File: src/include/sei_consts.svh
// Constants for the system-error reporting block.
// Assumes inclusion by bare name from design files.
//
// Contract
// - Address, special-cycle and non-parity errors use line
// - Any agent checks and signals address parity
// - Never drive line without enable bit
// - Driving line sets signalled-system-error flag
// - Parity errors always set detected flag
// - Target-abort or no claim on address parity
// - No retry or disconnect on address parity
// - Assert within two clocks of detection (code waits longer while the line is not idle or an earlier kind is pending)
// - Drive line only for NMI-safe errors
// - Parity cases need both enable bits
// - Driverless abort or catastrophe need enable only
// - No line for config/special master-abort
// - Only driverless master reports target-abort
// - Line wire-ORed; released needs two high samples
`ifndef SEI_CONSTS_SVH
`define SEI_CONSTS_SVH
`define SEI_ADDR_CMD 4'h0
`define SEI_ADDR_STATUS 4'h1
`define SEI_ADDR_IRQ_STAT 4'h2
`define SEI_ADDR_IRQ_CLR 4'h3
`define SEI_ADDR_IRQ_EN 4'h4
`define SEI_CMD_PER_BIT 0
`define SEI_CMD_SERR_BIT 1
`define SEI_CMD_RESET 2'h0
`define SEI_ST_PERR_BIT 0
`define SEI_ST_SSE_BIT 1
`define SEI_ST_IDLE_BIT 2
`define SEI_EV_WIDTH 5
`define SEI_EV_ADDR_PAR 0
`define SEI_EV_SPC_PAR 1
`define SEI_EV_MST_PAR 2
`define SEI_EV_ABORT 3
`define SEI_EV_FATAL 4
`define SEI_IDLE_SAMPLES 2
`define SEI_LATENCY_CLOCKS 2
`endif

File: src/include/sei_pkg.sv
// Types for the system-error reporting block.
// Assumes the constants header is compiled alongside.
package sei_pkg;
   typedef enum logic [1:0] {
      SEI_IDLE,
      SEI_DRIVE,
      SEI_WAIT
   } sei_state_t;
   typedef enum logic [1:0] {
      SEI_RESP_NONE,
      SEI_RESP_TARGET_ABORT,
      SEI_RESP_NO_CLAIM
   } sei_resp_t;
endpackage : sei_pkg

File: src/rtl/sei_error_reporter.sv
// System-error reporting logic of a bus agent.
// Assumes error events are one-cycle pulses synchronous to clk,
// and the open-drain line is resolved outside with a pull-up.
//
// Implementation choices: strobed register access and the placing of the registers.
`timescale 1ns/1ps
`include "sei_consts.svh"
module sei_error_reporter (
   input wire logic clk,
   input wire logic rst,
   input wire logic ce,
   input wire logic [3:0] regAddr,
   input wire logic [31:0] regWdata,
   input wire logic regWrite,
   input wire logic regRead,
   output logic [31:0] regRdata,
   input wire logic addrParityErr,
   input wire logic selectedTarget,
   input wire logic specialCycleParityErr,
   input wire logic masterParityErr,
   input wire logic masterParityReported,
   input wire logic abnormalTermination,
   input wire logic masterHasDriver,
   input wire logic configOrSpecialMasterAbort,
   input wire logic targetAbortAsMaster,
   input wire logic catastrophicErr,
   input wire logic system_error_n_in,
   output logic system_error_n_out,
   output logic system_error_n_oe,
   output sei_pkg::sei_resp_t targetResponse,
   output logic irq
);
   logic [1:0] cmd_reg;
   logic [31:0] rdata_reg;
   logic [`SEI_EV_WIDTH-1:0] pend_reg;
   logic driving_reg;
   sei_pkg::sei_resp_t resp_reg;
   logic perEn;
   logic serrEn;
   logic parityEvent;
   logic [`SEI_EV_WIDTH-1:0] evRaw;
   logic [`SEI_EV_WIDTH-1:0] evAllowed;
   logic [`SEI_EV_WIDTH-1:0] irqStat;
   logic [`SEI_EV_WIDTH-1:0] irqEn_reg;
   logic perrDetected;
   logic sseFlag;
   logic lineIdle;
   logic wrStatus;
   logic wrIrqClr;
   logic fire;
   logic abortReportable;

   assign perEn = cmd_reg[`SEI_CMD_PER_BIT];
   assign serrEn = cmd_reg[`SEI_CMD_SERR_BIT];

   // Abnormal ends only count for a driverless master, never the benign master-aborts
   assign abortReportable = !masterHasDriver && !configOrSpecialMasterAbort;

   // Any agent checks address parity, not just master or target
   assign evRaw[`SEI_EV_ADDR_PAR] = addrParityErr;
   assign evRaw[`SEI_EV_SPC_PAR] = specialCycleParityErr;
   assign evRaw[`SEI_EV_MST_PAR] = masterParityErr && !masterParityReported;
   assign evRaw[`SEI_EV_ABORT] = (abnormalTermination || targetAbortAsMaster) && abortReportable;
   assign evRaw[`SEI_EV_FATAL] = catastrophicErr;

   assign parityEvent = addrParityErr || specialCycleParityErr || masterParityErr;

   // Parity cases need both enables; the rest need only the system-error enable
   assign evAllowed[`SEI_EV_ADDR_PAR] = evRaw[`SEI_EV_ADDR_PAR] && perEn && serrEn;
   assign evAllowed[`SEI_EV_SPC_PAR] = evRaw[`SEI_EV_SPC_PAR] && perEn && serrEn;
   assign evAllowed[`SEI_EV_MST_PAR] = evRaw[`SEI_EV_MST_PAR] && perEn && serrEn;
   assign evAllowed[`SEI_EV_ABORT] = evRaw[`SEI_EV_ABORT] && serrEn;
   assign evAllowed[`SEI_EV_FATAL] = evRaw[`SEI_EV_FATAL] && serrEn;

   assign wrStatus = regWrite && (regAddr == `SEI_ADDR_STATUS);
   assign wrIrqClr = regWrite && (regAddr == `SEI_ADDR_IRQ_CLR);

   always_ff @(posedge clk) begin
      if (rst) begin
         cmd_reg <= `SEI_CMD_RESET;
      end else if (ce && regWrite && regAddr == `SEI_ADDR_CMD) begin
         cmd_reg <= regWdata[1:0];
      end
   end

   always_ff @(posedge clk) begin
      if (rst) begin
         irqEn_reg <= '0;
      end else if (ce && regWrite && regAddr == `SEI_ADDR_IRQ_EN) begin
         irqEn_reg <= regWdata[`SEI_EV_WIDTH-1:0];
      end
   end

   // Isolates the lowest pending bit so kinds are served in a fixed order
   function automatic logic [`SEI_EV_WIDTH-1:0] lowestPend(input logic [`SEI_EV_WIDTH-1:0] p);
      lowestPend = p & (~p + `SEI_EV_WIDTH'(1));
   endfunction : lowestPend

   // Pending event kinds queue up so each kind gets its own pulse
   always_ff @(posedge clk) begin
      if (rst) begin
         pend_reg <= '0;
      end else if (ce) begin
         if (!serrEn) begin
            pend_reg <= '0;
         end else begin
            pend_reg <= (pend_reg & ~({`SEI_EV_WIDTH{fire}} & lowestPend(pend_reg))) | evAllowed;
         end
      end
   end

   // A new pulse only after the line reads released twice, else pulses merge
   assign fire = serrEn && (pend_reg != '0) && !driving_reg && lineIdle;

   always_ff @(posedge clk) begin
      if (rst) begin
         driving_reg <= 1'b0;
      end else if (ce) begin
         driving_reg <= fire;
      end
   end

   // Active-low drive enable; data always low for open drain
   assign system_error_n_out = 1'b0;
   assign system_error_n_oe = !driving_reg;

   sei_line_monitor u_mon (
      .clk(clk),
      .rst(rst),
      .ce(ce),
      .lineIn(system_error_n_in),
      .lineIdle(lineIdle)
   );

   sei_sticky u_perr (
      .clk(clk),
      .rst(rst),
      .ce(ce),
      .setIn(parityEvent),
      .clrIn(wrStatus && regWdata[`SEI_ST_PERR_BIT]),
      .flagOut(perrDetected)
   );

   sei_sticky u_sse (
      .clk(clk),
      .rst(rst),
      .ce(ce),
      .setIn(fire),
      .clrIn(wrStatus && regWdata[`SEI_ST_SSE_BIT]),
      .flagOut(sseFlag)
   );

   genvar gi;
   generate
      for (gi = 0; gi < `SEI_EV_WIDTH; gi++) begin : gIrq
         sei_sticky u_ev (
            .clk(clk),
            .rst(rst),
            .ce(ce),
            .setIn(evRaw[gi]),
            .clrIn(wrIrqClr && regWdata[gi]),
            .flagOut(irqStat[gi])
         );
      end
   endgenerate

   // Non-NMI path for errors software may want without the line
   assign irq = |(irqStat & irqEn_reg);

   // Selected target answers address parity with target-abort if parity response is on, else no claim; never retry
   always_ff @(posedge clk) begin
      if (rst) begin
         resp_reg <= sei_pkg::SEI_RESP_NONE;
      end else if (ce) begin
         if (addrParityErr && selectedTarget) begin
            resp_reg <= perEn ? sei_pkg::SEI_RESP_TARGET_ABORT : sei_pkg::SEI_RESP_NO_CLAIM;
         end else begin
            resp_reg <= sei_pkg::SEI_RESP_NONE;
         end
      end
   end
   assign targetResponse = resp_reg;

   always_ff @(posedge clk) begin
      if (rst) begin
         rdata_reg <= 32'h0000_0000;
      end else if (ce) begin
         if (!regRead) begin
            rdata_reg <= 32'h0000_0000;
         end else if (regAddr == `SEI_ADDR_CMD) begin
            rdata_reg <= {30'h0, cmd_reg};
         end else if (regAddr == `SEI_ADDR_STATUS) begin
            rdata_reg <= {29'h0, lineIdle, sseFlag, perrDetected};
         end else if (regAddr == `SEI_ADDR_IRQ_STAT) begin
            rdata_reg <= {27'h0, irqStat};
         end else if (regAddr == `SEI_ADDR_IRQ_EN) begin
            rdata_reg <= {27'h0, irqEn_reg};
         end else begin
            rdata_reg <= 32'h0000_0000;
         end
      end
   end
   assign regRdata = rdata_reg;
endmodule : sei_error_reporter

File: src/rtl/sei_sticky.sv
// One sticky flag bit: hardware set, software clear.
// Assumes a single clock; set wins over clear.
`timescale 1ns/1ps
module sei_sticky (
   input wire logic clk,
   input wire logic rst,
   input wire logic ce,
   input wire logic setIn,
   input wire logic clrIn,
   output logic flagOut
);
   always_ff @(posedge clk) begin
      if (rst) begin
         flagOut <= 1'b0;
      end else if (ce) begin
         if (setIn) begin
            flagOut <= 1'b1;
         end else if (clrIn) begin
            flagOut <= 1'b0;
         end
      end
   end
endmodule : sei_sticky

File: src/rtl/sei_line_monitor.sv
// Watches the shared system-error line level.
// Assumes the sampled line is synchronous to clk.
`timescale 1ns/1ps
`include "sei_consts.svh"
module sei_line_monitor (
   input wire logic clk,
   input wire logic rst,
   input wire logic ce,
   input wire logic lineIn,
   output logic lineIdle
);
   logic [1:0] highCount_reg;
   // Wire-OR line stays suspect until seen high twice in a row
   always_ff @(posedge clk) begin
      if (rst) begin
         highCount_reg <= 2'h0;
      end else if (ce) begin
         if (!lineIn) begin
            highCount_reg <= 2'h0;
         end else if (highCount_reg != 2'(`SEI_IDLE_SAMPLES)) begin
            highCount_reg <= highCount_reg + 2'h1;
         end
      end
   end
   assign lineIdle = (highCount_reg == 2'(`SEI_IDLE_SAMPLES));
endmodule : sei_line_monitor

File: config.mk
export PLATFORM = sky130hd
export DESIGN_NAME = sei_error_reporter
export DESIGN_NICKNAME = d
export VERILOG_FILES = /design/src/include/sei_pkg.sv /design/src/rtl/sei_error_reporter.sv /design/src/rtl/sei_sticky.sv /design/src/rtl/sei_line_monitor.sv
export VERILOG_INCLUDE_DIRS = /design/src /design/src/include
export SDC_FILE = /design/constraint.sdc
export NUM_CORES = 1
export LEC_CHECK = 0
export BUFFER_PORTS_ARGS = -buffer_cell sky130_fd_sc_hd__buf_2
export CELL_PAD_IN_SITES_DETAIL_PLACEMENT = 1
export CELL_PAD_IN_SITES_GLOBAL_PLACEMENT = 2
export CORE_MARGIN = 2
export CORE_UTILIZATION = 25
export DETAILED_ROUTE_END_ITERATION = 16
export GPL_TIMING_DRIVEN = 1
export PLACE_DENSITY = 0.9
export SLEW_MARGIN = 10
export SYNTH_ARGS = -nofsm -noshare
export SYNTH_HDL_FRONTEND = slang
export SYNTH_SLANG_ARGS = --single-unit
File: constraint.sdc
create_clock -name clk -period 1.9 [get_ports clk]
set_input_delay 0.38 -clock clk [delete_from_list [all_inputs] [get_ports clk]]
set_output_delay 0.38 -clock clk [all_outputs]
set_load 0.01 [all_outputs]
# Yosys cells after proc, flatten, opt, wreduce, memory -nomap -nowiden
# Index checks and enable logic that the tools add are counted.
[classes]
add_sub_neg = 2
eq_ne = 7
muxes = 24
bitwise = 7
reduce_logical = 52
[op_table]
columns = ["cell", "count"]
rows = [
  ["two-way mux 5 bit", 6],
  ["logical AND 1 bit", 27],
  ["AND 5 bit", 4],
  ["AND reduction 2 bit", 8],
  ["two-way mux 1 bit", 14],
  ["nonzero test 2 bit", 7],
  ["inverter 5 bit", 2],
  ["equality test 4 x 2 -> 1 bit (second input constant)", 2],
  ["two-way mux 2 bit", 4],
  ["adder 5 x 1 -> 5 bit (second input constant)", 1],
  ["bitwise OR 5 bit", 1],
  ["nonzero test 5 bit", 1],
  ["OR reduction 5 bit", 1],
  ["equality test 4 x 1 -> 1 bit (second input constant)", 1],
  ["equality test 4 x 3 -> 1 bit (second input constant)", 1],
  ["zero test 1 bit", 4],
  ["zero test 4 bit", 1],
  ["logical OR 1 bit", 3],
  ["adder 2 x 1 -> 2 bit (second input constant)", 1],
  ["equality test 2 bit (second input constant)", 1],
  ["!= test 2 x 1 -> 1 bit (second input constant)", 1],
  ["!= test 2 bit (second input constant)", 1],
]
[word_totals]
reg_bits = 56
input_bits = 52
output_inout_bits = 37
wordCells = 106

# Longest topological paths before layout
# Gate-level depths: netlist of run 1.
[depth]
depth_word = 9
depth_mapped = 5
depth_no_buf = 5

# By module
# Synthesis of run 1 repeated with hierarchy kept, for this count alone.
[hier_totals]
hier_cells = 198
hier_area_um2 = 1699.1
[by_module_without_submodules]
columns = ["mod", "instances", "cells_per_inst", "area_per_inst_um2"]
rows = [
  ["sei_error_reporter", 1, 159, 1271.2],
  ["sei_sticky", 7, 4, 42.5],
  ["sei_line_monitor", 1, 11, 130.1],
]

# Least setup slack after synthesis of run 1
# Ideal clock, no wire load.
[synth_path]
kind = "reg-to-reg"
from = "register u_mon.highCount_reg[0]"
to = "register pend_reg[3]"
t_arrival_ps = 1251
t_required_ps = 1767
path_slack_ps = 516
stages_incl_launch_ff = 6
path_buffers = 0
period_less_slack_ps = 1384
cell_sequence = "dfxtp_1 > inv_1 > ha_1 > or4b_1 > o211ai_1 > a31oi_1"
[synth_via]
elab_chain_cells = 7
[synth_rtl]
columns = ["element", "line", "source"]
rows = [
  ["start: declaration", "sei_line_monitor.sv:12", "logic [1:0] highCount_reg;"],
  ["start signal: assignment", "sei_line_monitor.sv:21", "highCount_reg <= highCount_reg + 2'h1;"],
  ["equality test 2 bit", "sei_line_monitor.sv:25", "assign lineIdle = (highCount_reg == 2'(`SEI_IDLE_SAMPLES));"],
  ["logical AND 1 bit", "sei_error_reporter.sv:113", "assign fire = serrEn && (pend_reg != '0) && !driving_reg && lineIdle;"],
  ["AND 5 bit", "sei_error_reporter.sv:107", "pend_reg <= (pend_reg & ~({`SEI_EV_WIDTH{fire}} & lowestPend(pend_reg))) | evAllowed;"],
  ["inverter 5 bit", "sei_error_reporter.sv:107", ""],
  ["AND 5 bit", "sei_error_reporter.sv:107", ""],
  ["bitwise OR 5 bit", "sei_error_reporter.sv:107", ""],
  ["two-way mux 5 bit", "sei_error_reporter.sv:104", "if (!serrEn) begin"],
  ["end signal: assignment", "sei_error_reporter.sv:107", ""],
  ["end: declaration", "sei_error_reporter.sv:35", "logic [`SEI_EV_WIDTH-1:0] pend_reg;"],
]
# No other way between the ends.
# A chain may end at the register's enable or synchronous reset.

# Worst setup path in the final report of run 1
[layout_path]
from = "register gIrq[3].u_ev.flagOut"
to = "output irq"
[layout_via]
elab_chain_cells = 2
[layout_rtl]
columns = ["element", "line", "source"]
rows = [
  ["start: declaration", "sei_sticky.sv:10", "output logic flagOut"],
  ["start signal: assignment", "sei_sticky.sv:14", "flagOut <= 1'b0;"],
  ["start signal: assignment", "sei_sticky.sv:17", "flagOut <= 1'b1;"],
  ["start signal: assignment", "sei_sticky.sv:19", "flagOut <= 1'b0;"],
  ["AND 5 bit", "sei_error_reporter.sv:168", "assign irq = |(irqStat & irqEn_reg);"],
  ["OR reduction 5 bit", "sei_error_reporter.sv:168", ""],
  ["end: declaration", "sei_error_reporter.sv:31", "output logic irq"],
]
# No other way between the ends.

==> results of run 1 <==
logic make-up after synthesis:
| group | count (synthesis) |
|---|---|
| buf+inv | 42 |
| flops | 29 |
| simple gates | 73 |
| other cells | 1 |
| fa+ha+maj | 1 |
| compound gates | 62 |
metal layers:
metal  up-vias  GRT usage
li1        776          -
met1       783      0.161
met2        57      0.219
met3        11     0.0368
met4         0     0.0510
met5         -          0
area by class of cell:
class / count / area (um2) / share of cell area
repair buffers: 37 / 208 / 0.102
flip-flops and latches: 29 / 581 / 0.286
clock buffers: 7 / 86.3 / 0.0426
multi-input cells: 164 / 1020 / 0.504
well taps: 96 / 120 / 0.0592
inverters: 3 / 11.3 / 0.00555
stage by stage:
stage                     std cells  hold WS (ps)  instance area [um2]
after floorplan                 235           432                 1870
after global routing            336           343                 2030
after CTS                       336           330                 2030
after global placement          329           440                 1940
final                           336           327                 2030
after detailed placement        329           449                 1940
power groups by stage:
stage / clock [mW] / combinational [mW] / sequential (mW)
after global routing: 0.571 / 0.200 / 0.633
final: 0.536 / 0.180 / 0.631
after global placement: 0 / 0.175 / 0.644
after CTS: 0.543 / 0.179 / 0.632
after floorplan: 0 / 0.153 / 0.641
after detailed placement: 0 / 0.178 / 0.645
final timing paths:
check                         start                   end  depth (start not counted)
max            gIrq[3].u_ev.flagOut                   irq                          3
min                     regWdata[4]  gIrq[4].u_ev.flagOut                          2
min reg2reg             regRdata[2]           regRdata[2]                          2
max reg2reg  u_mon.highCount_reg[0]           pend_reg[2]                          5
worst reg2reg max path: cells and delay by family, from the launching register on:
| kind | cells | cell delay [ps] |
|---|---|---|
| AND/OR/NAND/NOR | 1 | 470 |
| flip-flops | 1 | 310 |
| AO/OA/AOI/OAI | 2 | 300 |
| adder cells (fa/ha/maj) | 1 | 170 |
| buffers and inverters | 1 | 70 |
layout by cell type (no fill, tap or decap), types with 3 or more instances in the layout:
master	instances
sky130_fd_sc_hd__a22oi_1	5
sky130_fd_sc_hd__buf_2	33
sky130_fd_sc_hd__clkbuf_8	6
sky130_fd_sc_hd__nor2_1	5
sky130_fd_sc_hd__buf_4	3
sky130_fd_sc_hd__nand2_1	8
sky130_fd_sc_hd__nand3_1	11
sky130_fd_sc_hd__nand3b_1	4
sky130_fd_sc_hd__nand4_1	3
sky130_fd_sc_hd__o21ai_0	14
sky130_fd_sc_hd__conb_1	28
sky130_fd_sc_hd__inv_1	3
sky130_fd_sc_hd__o31ai_1	3
sky130_fd_sc_hd__a21oi_1	21
sky130_fd_sc_hd__nand2b_1	12
sky130_fd_sc_hd__a311oi_2	3
sky130_fd_sc_hd__dfxtp_1	29
sky130_fd_sc_hd__and3b_1	11
sky130_fd_sc_hd__o211ai_1	4
==> metrics.txt, run 1 <==
# TYPE chip_impl_metric gauge
chip_impl_metric{name="tritoncts.num_buffers",unit=""} 5
chip_impl_metric{name="drt_iter0_drc",unit=""} 80
chip_impl_metric{name="cts.clk_slew.worst_paths",unit="ps"} 70
chip_impl_metric{name="detail-route-antenna-nets",unit=""} 0
chip_impl_metric{name="cts_resized",unit=""} 0
chip_impl_metric{name="layout-drive-gt1-share",unit=""} 0.213
chip_impl_metric{name="fp.dieH",unit="um"} 88.2
chip_impl_metric{name="avgRoutedWirePerCell",unit="um"} 14.6
chip_impl_metric{name="postSynthAreaPerCell",unit="um2"} 8.52
chip_impl_metric{name="asyncSetResetFlopFracSynth",unit=""} 0
chip_impl_metric{name="critPathArrivalTime",unit="ps"} 1190
chip_impl_metric{name="power_density",unit="mW/mm2"} 664
chip_impl_metric{name="timing.final.ws_setup",unit="ps"} 327
chip_impl_metric{name="synth.cell_area",unit="mm2"} 0.00177
chip_impl_info{name="setup.worst_path.class",value="register to primary output"} 1
chip_impl_info{name="min_path_type",value="input pin to register"} 1
chip_impl_metric{name="grt_antenna_before_repair",unit=""} 0
chip_impl_metric{name="clk_skew",unit="ps"} 9.79
chip_impl_metric{name="wl_met1",unit="um"} 2170
chip_impl_metric{name="power.static_leakage",unit="nW"} 0.807
chip_impl_metric{name="critical_path_peak_fanout",unit=""} 3
chip_impl_info{name="outcome",value="finished, final reports clean"} 1
chip_impl_metric{name="synthMuxAreaShare",unit=""} 0
chip_impl_info{name="yosys-top-cells-count",value="sky130_fd_sc_hd__buf_4, sky130_fd_sc_hd__dfxtp_1, sky130_fd_sc_hd__a21oi_1, sky130_fd_sc_hd__o21ai_0, sky130_fd_sc_hd__nand2b_1"} 1
chip_impl_metric{name="clockBufferDepth",unit=""} 2
chip_impl_info{name="cp_top_family",value="compound AO/OA/AOI/OAI gates"} 1
chip_impl_info{name="tritoncts",value="built"} 1
chip_impl_metric{name="fmaxAchievable",unit="MHz"} 636
chip_impl_metric{name="area.growth.synth_to_final",unit="%"} 14.5
chip_impl_metric{name="grt_max_degree",unit=""} 28
chip_impl_metric{name="cp.required",unit="ps"} 1520
chip_impl_metric{name="synth_xor_xnor_area_share",unit=""} 0
chip_impl_metric{name="tritoncts_num_sinks",unit=""} 29
chip_impl_metric{name="comb_power_share",unit=""} 0.133
chip_impl_metric{name="maxSlewViolCount",unit=""} 0
chip_impl_metric{name="synth.yosys.warnings",unit=""} 0
chip_impl_metric{name="finalHoldViolCount",unit=""} 0
chip_impl_info{name="yosys_most_used_dff",value="sky130_fd_sc_hd__dfxtp_1"} 1
chip_impl_metric{name="synth-edff-count",unit=""} 0
chip_impl_metric{name="wl_met2",unit="um"} 2340
chip_impl_metric{name="seqPwrFrac",unit=""} 0.469
chip_impl_metric{name="floorplan.rows",unit=""} 30
chip_impl_metric{name="p_clk_frac",unit=""} 0.398
chip_impl_metric{name="vdd_drop_max",unit="V"} 0.000203
chip_impl_metric{name="min_period",unit="ps"} 1570
chip_impl_metric{name="post-cts-setup-buffer-count",unit=""} 0
chip_impl_metric{name="place_congestion",unit=""} 0.763
chip_impl_metric{name="post_synth_fa_ha_maj_area_fraction",unit=""} 0.00706
chip_impl_metric{name="clk-insertion-delay-late",unit="ps"} 280
chip_impl_metric{name="grt-ovfl-total",unit=""} 0
chip_impl_metric{name="synthCells",unit=""} 208
chip_impl_metric{name="netSwitchingPower",unit="uW"} 374
chip_impl_metric{name="route.detailed.vias_per_inst",unit=""} 4.84
chip_impl_metric{name="totalNegativeSetupSlack",unit="ps"} 0
chip_impl_info{name="highest_layer",value="met4"} 1
chip_impl_info{name="timing.critical_path.from_type",value="register"} 1
chip_impl_info{name="synth.largest_area_cell",value="sky130_fd_sc_hd__dfxtp_1"} 1
chip_impl_metric{name="post-route-drc-count",unit=""} 0
chip_impl_metric{name="first_pass_grt_wire_length",unit="um"} 7810
chip_impl_metric{name="num-nets-final",unit=""} 293
chip_impl_metric{name="initial_core_util",unit=""} 0.259
chip_impl_metric{name="synth-compound-area-share",unit=""} 0.234
chip_impl_metric{name="num_io_pins",unit=""} 89
chip_impl_metric{name="setup_violations",unit=""} 0
chip_impl_info{name="synth_area_leaders",value="sky130_fd_sc_hd__dfxtp_1, sky130_fd_sc_hd__buf_4, sky130_fd_sc_hd__a21oi_1, sky130_fd_sc_hd__and3b_1, sky130_fd_sc_hd__nand2b_1"} 1
chip_impl_metric{name="dp_hpwl",unit="um"} 3570
chip_impl_info{name="dominant_combinational_cell_family_by_area_after_synthesis",value="simple AND/OR/NAND/NOR gates"} 1
chip_impl_metric{name="dp_worst_setup_slack",unit="ps"} 286
chip_impl_info{name="rsz0062_at_grt",value="no"} 1
chip_impl_info{name="timing.critical_path.cells",value="a222oi_1 -> nand2_1 -> buf_2"} 1
chip_impl_metric{name="yosysUniqueCellTypes",unit=""} 44
chip_impl_metric{name="core_area",unit="mm2"} 0.00683
chip_impl_metric{name="grt_pass1_vias",unit=""} 1553
chip_impl_metric{name="total_power",unit="mW"} 1.35
chip_impl_info{name="root_buffer",value="sky130_fd_sc_hd__clkbuf_8"} 1
chip_impl_info{name="cp_slowest_cell",value="sky130_fd_sc_hd__a222oi_1"} 1
chip_impl_metric{name="total_met3_wirelength_after_detailed_routing",unit="um"} 289
chip_impl_info{name="end_kind",value="primary output"} 1
chip_impl_metric{name="number_of_antenna_cells_inserted",unit=""} 0
chip_impl_metric{name="worst-r2r-setup-slack",unit="ps"} 470
chip_impl_metric{name="ctsHtreeMaxLevel",unit=""} 2
chip_impl_metric{name="filler_cells",unit=""} 837
chip_impl_metric{name="synthDominantCellAreaShare",unit=""} 0.328
chip_impl_metric{name="critical-path-max-stage-delay",unit="ps"} 340
chip_impl_metric{name="share_of_the_clock_period_used_by_the_worst_path",unit=""} 0.828
chip_impl_metric{name="detail_route.wirelength",unit="um"} 4910
chip_impl_metric{name="place.port_buffers",unit=""} 33
chip_impl_metric{name="final_core_util",unit=""} 0.297
chip_impl_metric{name="p_int",unit="uW"} 972
chip_impl_metric{name="design.die.area",unit="mm2"} 0.00778
chip_impl_metric{name="die_width",unit="um"} 88.2
chip_impl_metric{name="synth.ff_latch_count",unit=""} 29
chip_impl_metric{name="maxcap_viol_count",unit=""} 0
chip_impl_metric{name="post_cts_hold_buffer_count",unit=""} 0
chip_impl_metric{name="sw_frac_of_total",unit=""} 0.278
chip_impl_metric{name="routed-via-count",unit=""} 1627
chip_impl_metric{name="synth_sequential_area_ratio",unit=""} 0.328
chip_impl_metric{name="grt_util_overall",unit=""} 0.132
chip_impl_metric{name="buffer_and_inverter_count_on_the_worst_path",unit=""} 1
chip_impl_metric{name="synth_simple_gate_area_share",unit=""} 0.276
chip_impl_metric{name="dr.pass1.iters",unit=""} 4
Note: power is estimated with default switching activity, not from simulation.
==> run 2: changes to the inputs <==
--- a/config.mk
+++ b/config.mk
@@ -10,10 +10,10 @@
 export CELL_PAD_IN_SITES_DETAIL_PLACEMENT = 1
 export CELL_PAD_IN_SITES_GLOBAL_PLACEMENT = 2
 export CORE_MARGIN = 2
-export CORE_UTILIZATION = 25
+export CORE_UTILIZATION = 22
 export DETAILED_ROUTE_END_ITERATION = 16
 export GPL_TIMING_DRIVEN = 1
-export PLACE_DENSITY = 0.9
+export PLACE_DENSITY = 0.85
 export SLEW_MARGIN = 10
 export SYNTH_ARGS = -nofsm -noshare
 export SYNTH_HDL_FRONTEND = slang
==> constraint.sdc (replaced) <==
create_clock -name clk -period 1.35 [get_ports clk]
set_input_delay 0.27 -clock clk [delete_from_list [all_inputs] [get_ports clk]]
set_output_delay 0.27 -clock clk [all_outputs]
set_load 0.01 [all_outputs]
==> run 2 against run 1 <==
The flow now finishes with violations (setup timing). Total power up 43%. Non-clock buffer count increased by 12. Combinational power is 61% higher. Global-route usage fell by 0.69 points. Clock skew fell by 4.7 ps. Sequential power is 41% higher. Clock power up 39%. Die area up 13%. Final cell count increased by 5.4%. Critical endpoint unchanged.
==> metrics.txt, run 2 (synthesized netlist as in run 1, its figures left out) <==
# TYPE chip_impl_metric gauge
chip_impl_metric{name="grt_antenna_before_repair",unit=""} 0
chip_impl_metric{name="detail_route.wirelength",unit="um"} 5120
chip_impl_metric{name="vdd_drop_max",unit="V"} 0.000312
chip_impl_metric{name="ctsHtreeMaxLevel",unit=""} 2
chip_impl_metric{name="critPathArrivalTime",unit="ps"} 1200
chip_impl_metric{name="num-nets-final",unit=""} 305
chip_impl_metric{name="grt_pass1_vias",unit=""} 1687
chip_impl_metric{name="place_congestion",unit=""} 0.811
chip_impl_metric{name="cts.clk_slew.worst_paths",unit="ps"} 70
chip_impl_metric{name="first_pass_grt_wire_length",unit="um"} 8630
chip_impl_metric{name="area.growth.synth_to_final",unit="%"} 23.0
chip_impl_metric{name="fp.dieH",unit="um"} 93.7
chip_impl_info{name="timing.critical_path.from_type",value="register"} 1
chip_impl_metric{name="timing.final.ws_setup",unit="ps"} -120
chip_impl_metric{name="placement.cell_area",unit="mm2"} 0.00207
chip_impl_metric{name="reg2regPathDepth",unit=""} 5
chip_impl_info{name="tritoncts",value="built"} 1
chip_impl_info{name="min_path_type",value="input pin to register"} 1
chip_impl_info{name="hold_path_startpoint",value="regWdata[4]"} 1
chip_impl_metric{name="die_width",unit="um"} 93.7
chip_impl_info{name="crit_path_end",value="irq"} 1
chip_impl_metric{name="min_period",unit="ps"} 1470
chip_impl_metric{name="critical_path_peak_fanout",unit=""} 3
chip_impl_metric{name="cp.required",unit="ps"} 1080
chip_impl_metric{name="final_core_util",unit=""} 0.281
chip_impl_metric{name="detail-route-antenna-nets",unit=""} 0
chip_impl_metric{name="clockBufferDepth",unit=""} 2
chip_impl_info{name="layout.cells.most_common_list",value="sky130_fd_sc_hd__buf_2, sky130_fd_sc_hd__conb_1, sky130_fd_sc_hd__dfxtp_1"} 1
chip_impl_metric{name="place.port_buffers",unit=""} 33
chip_impl_info{name="final_common_cell",value="sky130_fd_sc_hd__buf_2"} 1
chip_impl_metric{name="maxSlewViolCount",unit=""} 0
chip_impl_metric{name="fmaxAchievable",unit="MHz"} 680
chip_impl_metric{name="power.static_leakage",unit="nW"} 0.882
chip_impl_metric{name="power_density",unit="mW/mm2"} 882
chip_impl_info{name="rsz0062_at_grt",value="yes"} 1
chip_impl_metric{name="route.detailed.vias_per_inst",unit=""} 4.66
chip_impl_info{name="critical_path.reg2reg.endpoint",value="pend_reg[3]"} 1
chip_impl_metric{name="tritoncts_num_sinks",unit=""} 29
chip_impl_metric{name="core_area",unit="mm2"} 0.00777
chip_impl_metric{name="number_of_antenna_cells_inserted",unit=""} 0
chip_impl_metric{name="initial_core_util",unit=""} 0.228
chip_impl_metric{name="share_of_the_clock_period_used_by_the_worst_path",unit=""} 1.09
chip_impl_metric{name="setup_violations",unit=""} 2
chip_impl_info{name="setup.worst_path.class",value="register to primary output"} 1
chip_impl_metric{name="dp_hpwl",unit="um"} 3850
chip_impl_info{name="outcome",value="finished, violations left"} 1
chip_impl_metric{name="multi_input_area",unit="mm2"} 0.00104
chip_impl_metric{name="layout-drive-gt1-share",unit=""} 0.282
chip_impl_metric{name="grt-ovfl-total",unit=""} 0
chip_impl_metric{name="design.die.area",unit="mm2"} 0.00879
chip_impl_info{name="root_buffer",value="sky130_fd_sc_hd__clkbuf_8"} 1
chip_impl_metric{name="routed-via-count",unit=""} 1651
chip_impl_info{name="end_kind",value="primary output"} 1
chip_impl_metric{name="drt_iter0_drc",unit=""} 85
chip_impl_metric{name="num_io_pins",unit=""} 89
chip_impl_info{name="failing_checks",value="setup timing"} 1
chip_impl_metric{name="floorplan.rows",unit=""} 32
chip_impl_metric{name="filler_cells",unit=""} 952
chip_impl_metric{name="tritoncts.num_buffers",unit=""} 5
chip_impl_metric{name="grt_util_overall",unit=""} 0.125
chip_impl_metric{name="postLayoutCellArea",unit="mm2"} 0.00218
chip_impl_metric{name="clk-insertion-delay-late",unit="ps"} 290
chip_impl_metric{name="post-route-drc-count",unit=""} 0
chip_impl_metric{name="grt_max_degree",unit=""} 28
chip_impl_metric{name="reg_area",unit="um2"} 586
chip_impl_metric{name="finalHoldViolCount",unit=""} 0
chip_impl_metric{name="avgRoutedWirePerCell",unit="um"} 14.5
chip_impl_info{name="timing.rr.start",value="u_mon.highCount_reg[0]"} 1
chip_impl_metric{name="maxcap_viol_count",unit=""} 0
chip_impl_metric{name="post_cts_hold_buffer_count",unit=""} 0
chip_impl_info{name="setup.worst_path.start",value="gIrq[3].u_ev.flagOut"} 1
chip_impl_metric{name="dr.pass1.iters",unit=""} 5
chip_impl_metric{name="clk_skew",unit="ps"} 5.04
chip_impl_metric{name="worst-r2r-setup-slack",unit="ps"} -20
[run 2: cell types whose count changed in the layout (fill, tap and decap cells not counted), sizes merged]
| cell | change |
|---|---|
| buf | +12 |
[run 2: how the worst min path moves through the flow]
stage | endpoint | slack (ps) | depth (start not counted)
2_1_floorplan | gIrq[0].u_ev.flagOut | 390 | 1
3_3_place_gp | u_mon.highCount_reg[0] | 450 | 2
3_5_place_dp | regRdata[2] | 460 | 2
4_1_cts | gIrq[4].u_ev.flagOut | 240 | 2
5_1_grt | gIrq[4].u_ev.flagOut | 240 | 2
6_report | gIrq[4].u_ev.flagOut | 240 | 2
[run 2: worst max-delay path, stage by stage (launching register included)]
cell and delay (ps):
sky130_fd_sc_hd__dfxtp_2 330, sky130_fd_sc_hd__a222oi_1 320, sky130_fd_sc_hd__nand2_1 110, sky130_fd_sc_hd__buf_2 160
[run 2: per-layer routing]
layer	wire, um	global-route usage
met1	2270	0.152
met2	2520	0.216
met3	246	0.0297
met4	78	0.0399
met5	0	0
[run 2: final cells by class]
class                           count  area share
Clock buffer                        7      0.0396
Inverter                            3     0.00517
Multi-Input combinational cell    164       0.478
Sequential cell                    29       0.269
Tap cell                          102      0.0586
Timing Repair Buffer               49       0.150
[run 2: per-stage QoR]
| stage | hold WS (ps) | power, mW | setup TNS (ps) | std cells | worst slack [ps] |
|---|---|---|---|---|---|
| 3_3_place_gp | 446 | 1.18 | -57.0 | 346 | -21.5 |
| 2_1_floorplan | 386 | 1.12 | 0 | 235 | 13.9 |
| 6_report | 241 | 1.92 | -145 | 354 | -120 |
| 3_5_place_dp | 462 | 1.19 | -148 | 346 | -55.6 |
| 4_1_cts | 236 | 1.94 | -136 | 354 | -120 |
| 5_1_grt | 241 | 2.01 | -231 | 354 | -149 |
[run 2: repair_timing]
action,CTS,global route
gates resized for setup,4,4
pin swaps,5,5
buffers inserted,1,0
endpoints found under the setup margin,3,4
[run 2: power by group]
part	switching (mW)	leakage (nW)	internal (mW)
registers	0.0129	0.237	0.875
logic	0.172	0.600	0.118
clock network	0.339	0.0443	0.404
total	0.525	0.882	1.40
==> run 3: changes to the inputs <==
--- a/config.mk
+++ b/config.mk
@@ -6,14 +6,14 @@
 export SDC_FILE = /design/constraint.sdc
 export NUM_CORES = 1
 export LEC_CHECK = 0
-export BUFFER_PORTS_ARGS = -buffer_cell sky130_fd_sc_hd__buf_2
 export CELL_PAD_IN_SITES_DETAIL_PLACEMENT = 1
 export CELL_PAD_IN_SITES_GLOBAL_PLACEMENT = 2
 export CORE_MARGIN = 2
-export CORE_UTILIZATION = 22
+export CORE_UTILIZATION = 30
 export DETAILED_ROUTE_END_ITERATION = 16
+export DONT_BUFFER_PORTS = 1
 export GPL_TIMING_DRIVEN = 1
-export PLACE_DENSITY = 0.85
+export PLACE_DENSITY = 0.83
 export SLEW_MARGIN = 10
 export SYNTH_ARGS = -nofsm -noshare
 export SYNTH_HDL_FRONTEND = slang
==> run 3 against run 2 <==
The flow still finishes with violations (setup timing). Worst hold slack got worse by 190 ps. Sequential share of layout area grew 4.1 points. Clock-buffer cell count is the same. Routed wire length decreased by 6.8%. Register-to-register slack barely moved. Combinational power down 50%. Utilization is 5.6 points higher. Total power increased by 3.1%. Final cell count down 21%. Critical path type unchanged. Largest cell class unchanged. Highest routed layer unchanged.
==> metrics.txt, run 3 (synthesized netlist as in run 1, its figures left out) <==
# TYPE chip_impl_metric gauge
chip_impl_metric{name="core_area",unit="mm2"} 0.00561
chip_impl_metric{name="finalHoldViolCount",unit=""} 0
chip_impl_info{name="cp_slowest_cell",value="sky130_fd_sc_hd__a222oi_1"} 1
chip_impl_metric{name="detail-route-antenna-nets",unit=""} 0
chip_impl_metric{name="postLayoutCellArea",unit="mm2"} 0.00189
chip_impl_metric{name="place.port_buffers",unit=""} 0
chip_impl_metric{name="grt_pass1_vias",unit=""} 1445
chip_impl_metric{name="tritoncts_num_sinks",unit=""} 29
chip_impl_metric{name="min_period",unit="ps"} 1400
chip_impl_metric{name="first_pass_grt_wire_length",unit="um"} 7600
chip_impl_metric{name="avgRoutedWirePerCell",unit="um"} 17.0
chip_impl_metric{name="dp_hpwl",unit="um"} 3440
chip_impl_metric{name="sw_frac_of_total",unit=""} 0.224
chip_impl_metric{name="maxSlewViolCount",unit=""} 0
chip_impl_info{name="failing_checks",value="setup timing"} 1
chip_impl_metric{name="cp.required",unit="ps"} 1080
chip_impl_metric{name="vdd_drop_max",unit="V"} 0.000324
chip_impl_metric{name="critical_path_peak_fanout",unit=""} 2
chip_impl_info{name="end_kind",value="primary output"} 1
chip_impl_info{name="final_common_cell",value="sky130_fd_sc_hd__conb_1"} 1
chip_impl_metric{name="placement.cell_area",unit="mm2"} 0.00174
chip_impl_metric{name="initial_core_util",unit=""} 0.316
chip_impl_metric{name="power.static_leakage",unit="nW"} 0.689
chip_impl_metric{name="clk-insertion-delay-late",unit="ps"} 290
chip_impl_metric{name="cts.clk_slew.worst_paths",unit="ps"} 60
chip_impl_metric{name="layout-drive-gt1-share",unit=""} 0.139
chip_impl_metric{name="p_int",unit="mW"} 1.54
chip_impl_metric{name="area.growth.synth_to_final",unit="%"} 6.64
chip_impl_metric{name="route.detailed.vias_per_inst",unit=""} 5.38
chip_impl_info{name="layout.cells.most_common_list",value="sky130_fd_sc_hd__conb_1, sky130_fd_sc_hd__dfxtp_1, sky130_fd_sc_hd__a21oi_1"} 1
chip_impl_metric{name="post_cts_hold_buffer_count",unit=""} 0
chip_impl_metric{name="netSwitchingPower",unit="uW"} 445
chip_impl_metric{name="timing.final.ws_setup",unit="ps"} -50.5
chip_impl_metric{name="critPathArrivalTime",unit="ps"} 1130
chip_impl_metric{name="design.die.area",unit="mm2"} 0.00654
chip_impl_metric{name="setup_violations",unit=""} 2
chip_impl_metric{name="ctsHtreeMaxLevel",unit=""} 2
chip_impl_metric{name="grt_util_overall",unit=""} 0.155
chip_impl_metric{name="grt_antenna_before_repair",unit=""} 0
chip_impl_info{name="root_buffer",value="sky130_fd_sc_hd__clkbuf_8"} 1
chip_impl_info{name="timing.critical_path.cells",value="a222oi_1 -> nand2_1"} 1
chip_impl_metric{name="hold-worst-slack",unit="ps"} 47.9
chip_impl_metric{name="post-route-drc-count",unit=""} 0
chip_impl_metric{name="power_density",unit="mW/mm2"} 1050
chip_impl_metric{name="p_clk_frac",unit=""} 0.478
chip_impl_metric{name="grt_max_degree",unit=""} 36
chip_impl_metric{name="maxcap_viol_count",unit=""} 0
chip_impl_metric{name="buffer_and_inverter_count_on_the_worst_path",unit=""} 0
chip_impl_info{name="outcome",value="finished, violations left"} 1
chip_impl_metric{name="filler_cells",unit=""} 700
chip_impl_metric{name="totalNegativeSetupSlack",unit="ps"} -84.6
chip_impl_metric{name="floorplan.rows",unit=""} 27
chip_impl_metric{name="grt-ovfl-total",unit=""} 0
chip_impl_metric{name="tritoncts.num_buffers",unit=""} 5
chip_impl_metric{name="total_power",unit="mW"} 1.98
chip_impl_metric{name="share_of_the_clock_period_used_by_the_worst_path",unit=""} 1.04
chip_impl_metric{name="die_width",unit="um"} 80.9
chip_impl_metric{name="num_io_pins",unit=""} 89
chip_impl_metric{name="num-nets-final",unit=""} 261
chip_impl_metric{name="place_congestion",unit=""} 0.760
chip_impl_metric{name="number_of_antenna_cells_inserted",unit=""} 0
chip_impl_metric{name="clockBufferDepth",unit=""} 2
chip_impl_metric{name="detail_route.wirelength",unit="um"} 4770
chip_impl_metric{name="drt_iter0_drc",unit=""} 89
chip_impl_info{name="timing.critical_path.from_type",value="register"} 1
chip_impl_info{name="tritoncts",value="built"} 1
chip_impl_info{name="min_path_type",value="input pin to register"} 1
chip_impl_metric{name="seqPwrFrac",unit=""} 0.449
chip_impl_info{name="rsz0062_at_grt",value="yes"} 1
chip_impl_metric{name="comb_power_share",unit=""} 0.073
chip_impl_metric{name="fmaxAchievable",unit="MHz"} 714
chip_impl_metric{name="clk_skew",unit="ps"} 7.28
chip_impl_metric{name="fp.dieH",unit="um"} 80.9
chip_impl_metric{name="routed-via-count",unit=""} 1513
chip_impl_metric{name="dr.pass1.iters",unit=""} 5
chip_impl_metric{name="critical-path-max-stage-delay",unit="ps"} 360
chip_impl_info{name="cp_top_family",value="compound AO/OA/AOI/OAI gates"} 1
chip_impl_info{name="setup.worst_path.class",value="register to primary output"} 1
run 3: changes by cell type in the layout (fill, tap and decap cells not counted), sizes merged:
| cell | before | now |
|---|---|---|
| buf | 49 | 5 |
| bufinv | 0 | 1 |
run 3: repair_timing:
action	4_1_cts	5_1_grt
pin swaps	5	2
cloned	0	0
resized for setup	4	4
setup endpoints to repair	3	7
setup buffers	2	0
run 3: cell type report:
type / count / area [um2] / share of cell area
repair buffers: 5 / 37.5 / 0.0199
multi-input cells: 164 / 1050 / 0.555
well taps: 72 / 90.1 / 0.0477
clock inverters: 1 / 30.0 / 0.0159
flip-flops and latches: 29 / 586 / 0.310
inverters: 3 / 11.3 / 0.00596
clock buffers: 7 / 86.3 / 0.0457
run 3: final timing paths:
check / slack (ps) / to / from / cells past startpoint
hold / removal: 50 / u_perr.flagOut / rst / 1
setup reg to reg: -30 / pend_reg[3] / u_mon.highCount_reg[0] / 5
hold reg to reg: 480 / u_mon.highCount_reg[0] / u_mon.highCount_reg[0] / 2
setup / recovery: -50 / irq / irqEn_reg[3] / 2
run 3: per-layer routing:
metal  part of all wire  up-vias  GRT usage
met3              0.076        5     0.0556
met5                  0        -          0
met4              0.012        0     0.0559
met1               0.42      742      0.187
met2               0.49       51      0.252
li1                   -      715          -
run 3: through the flow:
stage | util | setup slack (ps) | std cells
floorplan | - | 13.9 | 235
global placement | 0.310 | -40.7 | 271
detailed placement | 0.310 | -54.4 | 271
CTS | 0.335 | -63.1 | 281
global route | 0.337 | -100 | 281
finish | 0.337 | -50.5 | 281
run 3: power groups by stage:
stage	Sequential, mW	Combinational, mW	Clock, mW
finish	0.890	0.145	0.946
global route	0.892	0.161	1.02
CTS	0.890	0.143	0.976
detailed placement	0.910	0.139	0
global placement	0.909	0.136	0
floorplan	0.903	0.217	0
